==> config.mk <==
export PLATFORM = sky130hd
export DESIGN_NAME = rfpx_extractor
export DESIGN_NICKNAME = d
export VERILOG_FILES = /design/src/rfpx_extractor.v /design/src/rfpx_row_parser.v
export VERILOG_INCLUDE_DIRS = /design/src /design/src/src
export SDC_FILE = /design/constraint.sdc
export NUM_CORES = 1
export LEC_CHECK = 0
export ABC_CLOCK_PERIOD_IN_PS = 11700
export BUFFER_PORTS_ARGS = -buffer_cell sky130_fd_sc_hd__buf_2
export CAP_MARGIN = 5
export CORE_MARGIN = 8
export CORE_UTILIZATION = 50
export CTS_CLUSTER_DIAMETER = 200
export CTS_CLUSTER_SIZE = 28
export DETAILED_ROUTE_END_ITERATION = 6
export GPL_TIMING_DRIVEN = 0
export HOLD_SLACK_MARGIN = 0.02
export PLACE_DENSITY = 0.64
export SLEW_MARGIN = 0
export SYNTH_ARGS = -nofsm -noshare
export SYNTH_HDL_FRONTEND = slang
export SYNTH_SLANG_ARGS = --single-unit
export TNS_END_PERCENT = 50
==> constraint.sdc <==
create_clock -name clk_sys -period 11.7 [get_ports clk_sys]
set_input_delay 2.34 -clock clk_sys [delete_from_list [all_inputs] [get_ports clk_sys]]
set_output_delay 2.34 -clock clk_sys [all_outputs]
set_load 0.005 [all_outputs]
==> src/rfpx_map.vh <==
// Constants for the frame packet extractor: row header layout,
// stuffing codes, packet length field and frame geometry.
// Assumes nothing; definitions only.
`ifndef RFPX_MAP_VH
`define RFPX_MAP_VH

// ----------------------------------------
// Row header fields (first header byte)
// ----------------------------------------
`define RFPX_HDR_PROTO_MSB  7
`define RFPX_HDR_PROTO_LSB  5
`define RFPX_HDR_ERR_BIT    4
`define RFPX_HDR_STUFF_BIT  3
`define RFPX_HDR_PTRHI_MSB  2
`define RFPX_HDR_PTRHI_LSB  0
`define RFPX_PTR_NONE       11'h7ff

// ----------------------------------------
// Stuffing codes
// ----------------------------------------
`define RFPX_STUFF_ONE      8'hff
`define RFPX_STUFF_TWO      16'hfeff
`define RFPX_STUFF_TWO_CNT  16'h0002

// ----------------------------------------
// Packet length field and frame geometry
// ----------------------------------------
`define RFPX_LEN_HI_IDX     3'h2
`define RFPX_LEN_LO_IDX     3'h3
`define RFPX_LEN_DONE_IDX   3'h4
`define RFPX_LEN_MIN        16'h0004
`define RFPX_ROWS           8'hbb

`endif

==> src/rfpx_extractor.v <==
// Packet extractor working on checked frame payload rows.
// Assumes the decoder delivers rows one byte per in_valid cycle,
// header first, and flags frame starts and losses as pulses.
`timescale 1ns/1ns
`default_nettype none
`include "rfpx_map.vh"

// Function
// - Rows whose header error flag is set are dropped without extracting anything.
// - A packet wrapped from a full 187-row frame continues when rows up to the next one of its type are all clean.
// - Resynchronization follows ensemble selection, a lost frame or a lost row of any type.
// - Any errored row forces every protocol type to resynchronize after it.
// - Resync scans rows until one whose pointer is not the no-packet code.
// - In that row the pointer bytes are skipped and a new packet starts there.
// - Once synchronized each next packet start follows from the packet length field, across rows and frames.
// - A missing row or frame drops the current packet position and forces resync.
// - Stuffing bytes signalled in a row header are skipped and never output.
// - Each row begins with a two-byte header of type, error flag, stuffing flag and 11-bit pointer.
// - A frame payload holds 187 rows of a configurable width.
// - Stuffing sits at the row start, coded as 0xFF, 0xFEFF or a count below 0xFEFF.
// - Packets lie end to end and wrap only into the next row of the same type.
module rfpx_extractor #(
    parameter NTYPES = 8
) (
    input  wire              clk_sys,
    input  wire              rst_n,
    input  wire              in_valid,
    input  wire [7:0]        in_data,
    input  wire              in_row_start,
    input  wire              in_frame_start,
    input  wire              in_frame_lost,
    input  wire              in_row_missing,
    input  wire              ens_select,
    output reg               out_valid,
    output reg  [7:0]        out_data,
    output reg               out_sop,
    output reg               out_eop,
    output reg  [2:0]        out_proto,
    output reg  [NTYPES-1:0] out_abort,
    output wire [NTYPES-1:0] sync_state
);
    // ----------------------------------------
    // Row parsing
    // ----------------------------------------
    wire        hdr_end;
    wire [2:0]  row_proto;
    wire        row_err;
    wire [10:0] row_ptr;
    wire        pay_valid;
    wire [15:0] pay_pos;

    // Parser hides header and stuffing bytes from the decision below
    // header layout decode
    rfpx_row_parser u_parser (
        .clk_sys      (clk_sys),
        .rst_n        (rst_n),
        .in_valid     (in_valid),
        .in_data      (in_data),
        .in_row_start (in_row_start),
        .hdr_end      (hdr_end),
        .row_proto    (row_proto),
        .row_err      (row_err),
        .row_ptr      (row_ptr),
        .pay_valid    (pay_valid),
        .pay_pos      (pay_pos)
    );

    // ----------------------------------------
    // Per-type context
    // ----------------------------------------
    // Kept per type since rows of different types interleave
    // rem_reg: bytes left after the length field
    // idx_reg: byte index up to the length field
    reg [NTYPES-1:0] sync_reg;
    reg [NTYPES-1:0] inpkt_reg;
    reg [15:0]       rem_reg [0:NTYPES-1];
    reg [2:0]        idx_reg [0:NTYPES-1];
    reg [7:0]        lenhi_reg [0:NTYPES-1];
    reg              rowbad_reg;
    reg [7:0]        rowcnt_reg;
    integer          i;

    assign sync_state = sync_reg;

    // ----------------------------------------
    // Loss detection
    // ----------------------------------------
    wire row_lost;
    wire short_frame;
    wire desync;

    assign row_lost = hdr_end && row_err;
    // Besides in_row_missing, the row count shows a row dropped inside a frame
    // short frame means a missing row
    assign short_frame = in_valid && in_frame_start && in_row_start && (rowcnt_reg != `RFPX_ROWS)
                         && (rowcnt_reg != 8'h00);
    // Loss beats a byte taken in the same cycle
    // every loss source resyncs
    assign desync = row_lost || short_frame || in_frame_lost || in_row_missing || ens_select;

    // ----------------------------------------
    // Byte decision for the current type
    // ----------------------------------------
    wire [2:0]  t;
    wire        tsync;
    wire        start;
    wire        take;
    wire [2:0]  cur_idx;
    wire [15:0] len;
    wire        ptr_hit;

    assign t       = row_proto;
    assign tsync   = sync_reg[t];
    // Pointer only matters while the type is unsynced
    // resync waits for a real pointer
    assign ptr_hit = (row_ptr != `RFPX_PTR_NONE) && (pay_pos == {5'h00, row_ptr});
    assign start   = tsync ? !inpkt_reg[t] : ptr_hit;
    // No back-pressure: a refused byte is simply lost
    // nothing taken from bad row
    assign take    = pay_valid && !rowbad_reg && !desync && (start || inpkt_reg[t]);
    assign cur_idx = start ? 3'h0 : idx_reg[t];
    assign len     = {lenhi_reg[t], in_data};

    // ----------------------------------------
    // Row bookkeeping
    // ----------------------------------------
    // Count just wraps if frame starts stop; the next one reloads it
    always @(posedge clk_sys) begin
        if (!rst_n) begin
            rowbad_reg <= 1'b0;
            rowcnt_reg <= 8'h00;
        end else begin
            if (in_valid && in_row_start) begin
                rowbad_reg <= 1'b0;
                rowcnt_reg <= in_frame_start ? 8'h01 : rowcnt_reg + 8'h01;
            end
            if (row_lost)
                rowbad_reg <= 1'b1;
        end
    end

    // ----------------------------------------
    // Per-type packet tracking
    // ----------------------------------------
    always @(posedge clk_sys) begin
        if (!rst_n) begin
            sync_reg   <= {NTYPES{1'b0}};
            inpkt_reg  <= {NTYPES{1'b0}};
            out_valid  <= 1'b0;
            out_data   <= 8'h00;
            out_sop    <= 1'b0;
            out_eop    <= 1'b0;
            out_proto  <= 3'h0;
            out_abort  <= {NTYPES{1'b0}};
            for (i = 0; i < NTYPES; i = i + 1) begin
                rem_reg[i]   <= 16'h0000;
                idx_reg[i]   <= 3'h0;
                lenhi_reg[i] <= 8'h00;
            end
        end else begin
            // Valid, sop, eop and abort are one-cycle pulses unless set below; out_data and out_proto hold
            out_valid <= 1'b0;
            out_sop   <= 1'b0;
            out_eop   <= 1'b0;
            out_abort <= {NTYPES{1'b0}};
            // Open packets cannot finish once a row is gone
            if (desync) begin
                sync_reg  <= {NTYPES{1'b0}};
                inpkt_reg <= {NTYPES{1'b0}};
                out_abort <= inpkt_reg;
            end else if (take) begin
                out_valid <= 1'b1;
                out_data  <= in_data;
                out_sop   <= start;
                out_proto <= t;
                sync_reg[t]  <= 1'b1;
                inpkt_reg[t] <= 1'b1;
                if (cur_idx != `RFPX_LEN_DONE_IDX)
                    idx_reg[t] <= cur_idx + 3'h1;
                // High length byte waits for the low one
                if (cur_idx == `RFPX_LEN_HI_IDX)
                    lenhi_reg[t] <= in_data;
                // Length includes the four bytes already passed
                // length sets next boundary
                if (cur_idx == `RFPX_LEN_LO_IDX) begin
                    if (len < `RFPX_LEN_MIN) begin
                        // Bad length cannot be trusted; resync this type
                        sync_reg[t]  <= 1'b0;
                        inpkt_reg[t] <= 1'b0;
                        out_abort[t] <= 1'b1;
                    end else begin
                        rem_reg[t] <= len - `RFPX_LEN_MIN;
                        if (len == `RFPX_LEN_MIN) begin
                            out_eop      <= 1'b1;
                            inpkt_reg[t] <= 1'b0;
                        end
                    end
                end else if (cur_idx == `RFPX_LEN_DONE_IDX) begin
                    // Last byte is the one that finds a count of one
                    rem_reg[t] <= rem_reg[t] - 16'h0001;
                    if (rem_reg[t] == 16'h0001) begin
                        out_eop      <= 1'b1;
                        inpkt_reg[t] <= 1'b0;
                    end
                end
            end
        end
    end
endmodule // rfpx_extractor

`default_nettype wire

==> src/rfpx_row_parser.v <==
// Row header and stuffing parser for one payload row stream.
// Assumes bytes arrive one per in_valid cycle, the row header first,
// with in_row_start marking the first header byte.
`timescale 1ns/1ns
`default_nettype none
`include "rfpx_map.vh"

module rfpx_row_parser (
    input  wire        clk_sys,
    input  wire        rst_n,
    input  wire        in_valid,
    input  wire [7:0]  in_data,
    input  wire        in_row_start,
    output wire        hdr_end,
    output wire [2:0]  row_proto,
    output wire        row_err,
    output wire [10:0] row_ptr,
    output wire        pay_valid,
    output wire [15:0] pay_pos
);
    // ----------------------------------------
    // Phase: one-hot header/payload
    // ----------------------------------------
    localparam PH_IDLE = 3'b001;
    localparam PH_HDR1 = 3'b010;
    localparam PH_PAY  = 3'b100;

    reg [2:0]  ph_reg;
    reg [2:0]  ph_next;
    reg [7:0]  hb0_reg;
    reg [7:0]  hb1_reg;
    reg [15:0] pos_reg;
    reg [7:0]  s0_reg;
    reg [15:0] sn_reg;
    reg        stuff;

    wire       stf_flag;
    wire [15:0] pair;

    assign row_proto = hb0_reg[`RFPX_HDR_PROTO_MSB:`RFPX_HDR_PROTO_LSB];
    assign row_err   = hb0_reg[`RFPX_HDR_ERR_BIT];
    assign stf_flag  = hb0_reg[`RFPX_HDR_STUFF_BIT];
    assign row_ptr   = {hb0_reg[`RFPX_HDR_PTRHI_MSB:`RFPX_HDR_PTRHI_LSB], hb1_reg};
    assign pair      = {s0_reg, in_data};
    assign hdr_end   = in_valid && (ph_reg == PH_HDR1);
    assign pay_pos   = pos_reg;

    always @* begin
        stuff = 1'b0;
        if (stf_flag) begin
            if (pos_reg == 16'h0000)
                stuff = 1'b1;
            else if (s0_reg != `RFPX_STUFF_ONE)
                stuff = (pos_reg == 16'h0001) || (pos_reg < sn_reg);
        end
    end

    assign pay_valid = in_valid && (ph_reg == PH_PAY) && !in_row_start && !stuff;

    always @* begin
        ph_next = ph_reg;
        if (in_valid) begin
            if (in_row_start)
                ph_next = PH_HDR1;
            else case (ph_reg)
                PH_HDR1: ph_next = PH_PAY;
                PH_PAY:  ph_next = PH_PAY;
                default: ph_next = PH_IDLE;
            endcase
        end
    end

    always @(posedge clk_sys) begin
        if (!rst_n) begin
            ph_reg  <= PH_IDLE;
            hb0_reg <= 8'h00;
            hb1_reg <= 8'h00;
            pos_reg <= 16'h0000;
            s0_reg  <= 8'h00;
            sn_reg  <= 16'h0000;
        end else begin
            ph_reg <= ph_next;
            if (in_valid && in_row_start) begin
                hb0_reg <= in_data;
                pos_reg <= 16'h0000;
                sn_reg  <= 16'h0000;
            end else if (in_valid && ph_reg == PH_HDR1) begin
                hb1_reg <= in_data;
            end else if (in_valid && ph_reg == PH_PAY) begin
                pos_reg <= pos_reg + 16'h0001;
                if (pos_reg == 16'h0000)
                    s0_reg <= in_data;
                if (pos_reg == 16'h0001)
                    sn_reg <= (pair == `RFPX_STUFF_TWO) ? `RFPX_STUFF_TWO_CNT : pair;
            end
        end
    end
endmodule // rfpx_row_parser

`default_nettype wire

# After elaboration in Yosys (flattened, before gate mapping)
# Memories as Yosys holds them, arrays and structs flattened. A register that Yosys moved wholly into a read port is not among the register bits.
# Index checks and enable logic that the tools add are counted.
# op_classes
addsub	5
order_cmp	4
n_eq_ne	14
n_mux	73
n_bitwise	11
reduce_logical	41
# ops
op	n
8-bit two-way mux	13
16-bit two-way mux	3
1-bit two-way mux	41
3-bit two-way mux	13
16-bit by 1-bit equality test with 1-bit output, second input constant	2
16-bit by 1-bit adder with 16-bit output, second input constant	1
8-bit bitwise AND	2
16-bit by 11-bit equality test with 1-bit output	1
16-bit equality test, second input constant	1
16-bit by 3-bit equality test with 1-bit output, second input constant	1
16-bit logical NOT	1
16-bit less-than comparator	1
16-bit by 3-bit less-than comparator with 1-bit output, second input constant	1
8-bit inequality test, second input constant	2
8-bit bitwise OR	2
16-bit OR reduction	1
16-bit by 1-bit subtractor with 16-bit output, second input constant	1
16-bit by 3-bit subtractor with 16-bit output, second input constant	1
1-bit logical AND	15
11-bit inequality test, second input constant	1
3-bit by 2-bit equality test with 1-bit output, second input constant	3
8-bit by 1-bit adder with 8-bit output, second input constant	1
8-bit NOT	1
8-bit nonzero test	1
18 further kinds	38
# word_totals
register_bits	106
ram_bits	216
input_bits	16
memories	3
# mem_list
memory	depth	width	read_ports	rd_ports_with_merged_regs	write_ports	line_no	source
rem_reg	8	16	1	1	8	rfpx_extractor.v:76	reg [15:0] rem_reg [0:NTYPES-1];
lenhi_reg	8	8	1	1	8	rfpx_extractor.v:78	reg [7:0] lenhi_reg [0:NTYPES-1];
idx_reg	8	3	1	1	8	rfpx_extractor.v:77	reg [2:0] idx_reg [0:NTYPES-1];

# Longest topological paths before layout
# logic_depth
word_depth	18
mapped_depth	18
depth_no_buf	13

# By module
# From an unflattened synthesis, not the netlist that was laid out.
# hier_totals
cells_unflattened	1431
hier_area_um2	16145.5
# by_module_without_submodules
module	n_inst	cells_each	area_each_um2
rfpx_extractor	1	1106	13226.4
rfpx_row_parser	1	325	2919.0

# Worst setup path before layout
# Ideal clock, no wire load.
# synth_path
path_type	in2reg
startpoint	input in_valid
endpoint	memory rem_reg[3][0], enable pin
setup_time_ns	0.372
arrival_ns	4.932
setup_slack_ns	6.396
path_stages	10
path_buffers	3
cell_sequence	nand2_1 -> nor3_1 -> nor4b_1 -> o221ai_2 -> o21bai_1 -> clkbuf_1 -> or3_1 -> buf_4 -> buf_4 -> nand2_1
# synth_rtl
item	line_no	source
start, declared	rfpx_extractor.v:27	input wire in_valid,
end, declared	rfpx_extractor.v:76	

==> results.txt <==
max reg flops: 128
Max-Cap Viols: 0
worst hold slack: 0.458 ns
dominant cells by area after synthesis: edfxtp_1, dfxtp_1, mux4_2, nor2_1, mux2i_1
n_diodes: 0
I/O pins: 46
share of the synthesized area in the top cell type: 40.9%
Syn-to-layout area delta: 7.41%
Die Area: 37700 um2
hold buffers post-CTS: 0
synthesized area: 15900 um2
Pins Over Slew Limit: 0
gr usage total: 22.3%
antenna violations before repair: 0
fin util: 54.3%
Reg clk slew, reported paths: 0.11 ns
IO buf count: 41
combinational power share: 9.3%
final hold vios: 0
drc violations: 0
clk_lat worst skew: 0.52 ns
Slew @ Worst Pin: 1.24 ns
Leakage: 0.00601 uW
register bit count reported by yosys: 325
CP endpoint kind: flip-flop
grt ovf: 0
TritonCTS clock tree: yes
Die H: 194 um
YS warnings: 0
number of synthesized flops with an enable pin: 216
final WL: 42800 um
vias in the first global route: 11000
Sequential Power Share: 60.9%
Internal: 1560 uW
first-pass GRT wire length: 65500 um
ANT nets after route: 0
Syn Nets: 1438
setup bufs post-CTS: 0
area leader, netlist: edfxtp_1
startpoint types: flip-flop
Synth Flop Type: edfxtp_1
HPWL after DPL: 30400 um
Vias: 11000
Critical Path RT: 11.74 ns
Slew headroom: 17.3%
largest net degree at the start of global routing: 30
Max rail drop VDD: 0.000123 V
setup_tns: 0 ns
CTS root buf: clkbuf_16
clock sink count: 325
Seq/Total Area, Yosys: 54.6%
clock share of power: 29.8%
Post-synth ARST share: 0%
number of cell rows: 65
Sw Share: 24.5%
post-route non-filler standard cell count: 1868
TritonCTS Buffers: 15
skew final: 0.0228 ns
core box area: 31400 um2
DR iter-0 viols: 918
worst-path fanout max: 16
CTS max path bufs: 3
Final period util: 64.8%
dpl cells: 1843
pre-CTS WS: 4.21 ns
PD cells: 121 nW/um2
htree depth: 1
P_sw: 505 uW
cells resized by post-CTS repair: 0
Unique masters post-synth: 64
detailed-route vias per instance: 5.91
status: completed
Placer Congestion: 0.856
hold crit path type: reg -> reg
fmax: 0.132 GHz
Crit Path Category: reg -> reg
layout cells sized above 1: 13.4%
width of the die: 194 um
Setup WS post-layout: 4.12 ns
initial core utilization: 50.6%
endpoints failing setup: 0
RSZ-0062 raised after global routing: no
Final min period: 7.58 ns
drt pass-1 iters: 5
Routed WL per cell: 22.9 um
Post-Syn Instances: 1393
Mapped Avg Cell Area: 11.4 um2
Worst Path Arrival: 7.62 ns
nets: 1503
routing by layer:
metal  GRT usage (%)  part of all wire (%)  vias up
met5               0                     0        -
met4            6.51                   2.8        0
met3            2.79                   5.9       70
met2            36.9                    47      377
met1            30.5                    45     5505
li1                -                     -     5086
layout make-up:
| class | count | area [um2] |
|---|---|---|
| clock buffer | 24 | 409 |
| tap | 402 | 503 |
| clock inverter | 1 | 16.3 |
| fill | 2783 | 14300 |
| inverter | 35 | 131 |
| multi-input combinational | 939 | 6600 |
| buffer | 94 | 474 |
| timing repair buffer | 48 | 248 |
| sequential | 325 | 8670 |
critical path: stages (launching register included):
cell     delay, ns
dfxtp_1       0.42
buf_2         0.35
buf_2         0.38
buf_2         0.45
buf_2         0.43
buf_1         0.82
mux4_2        0.40
nand2_1       0.06
a21oi_1       0.27
ha_1          0.22
ha_1          0.26
nor4b_2       1.02
nand2_1       0.41
nand2_1       0.29
or3_1         0.21
buf_4         0.21
buf_4         0.25
nand2_1       0.63
logic make-up (layout without fill, tap and decap cells):
| kind of cell | count (synthesis) | in the layout | synth area share [%] |
|---|---|---|---|
| XOR/XNOR | 55 | 55 | 3.03 |
| AND/OR/NAND/NOR | 575 | 575 | 17.3 |
| AO/OA/AOI/OAI | 137 | 137 | 5.21 |
| adder cells (fa/ha/maj) | 29 | 29 | 2.29 |
| flip-flops | 325 | 325 | 54.6 |
| multiplexers | 143 | 143 | 13.7 |
| buffers and inverters | 129 | 202 | 3.81 |
synth_stat cells, types with 5 or more instances:
master and n:
mux4_2 48, nand2b_1 8, mux2i_1 76, xor2_1 24, a311oi_1 6, nor4_1 6, or4_1 5, nand4_1 15
edfxtp_1 216, nor2_2 24, clkbuf_1 55, nor3b_1 16, nand2_1 82, nor3_1 34, dfxtp_1 109, buf_1 7
mux2i_4 10, and2_1 57, o21ai_0 47, nand3_1 26, or3_1 21, nor2_1 254, buf_4 19, buf_2 9
o211ai_1 10, inv_1 34, ha_1 29, a21oi_1 50, xnor2_1 31
layout by cell type, fill, tap and decap left out, types with 7 or more instances in the layout:
cell and instances:
a21oi_1 50, and2_1 57, buf_1 7, buf_2 54
buf_4 22, clkbuf_1 64, clkbuf_16 15, dfxtp_1 109
edfxtp_1 216, ha_1 29, inv_1 34, mux2i_1 76
mux2i_4 10, mux4_2 48, nand2_1 82, nand2b_1 8
nand3_1 26, nand4_1 15, nor2_1 254, nor2_2 24
nor3_1 34, nor3b_1 16, o211ai_1 10, o21ai_0 44
or3_1 21, xnor2_1 31, xor2_1 24
final timing paths:
check	start	endpoint	slack (ns)	cells past startpoint
max	flip-flop	rem_reg[3][9]	4.12	17
min	u_parser.hb0_reg[4]	u_parser.hb0_reg[4]	0.46	2
max reg2reg	flip-flop	rem_reg[3][9]	4.12	17
min reg2reg	u_parser.hb0_reg[4]	u_parser.hb0_reg[4]	0.46	2
metrics by stage:
step	area [um2]	power, uW
after detailed placement	16600	1470
after global placement	16600	1470
after CTS	17100	2070
final	17100	2060
after global routing	17100	2120
after floorplan	15900	1410
power groups by stage:
stage	combinational [uW]	sequential (uW)	clock, uW
5_1_grt	206	1260	660
4_1_cts	192	1260	623
2_1_floorplan	129	1280	0
6_report	193	1260	614
3_5_place_dp	192	1280	0
3_3_place_gp	188	1280	0
Power figures use the tool's default switching activity.
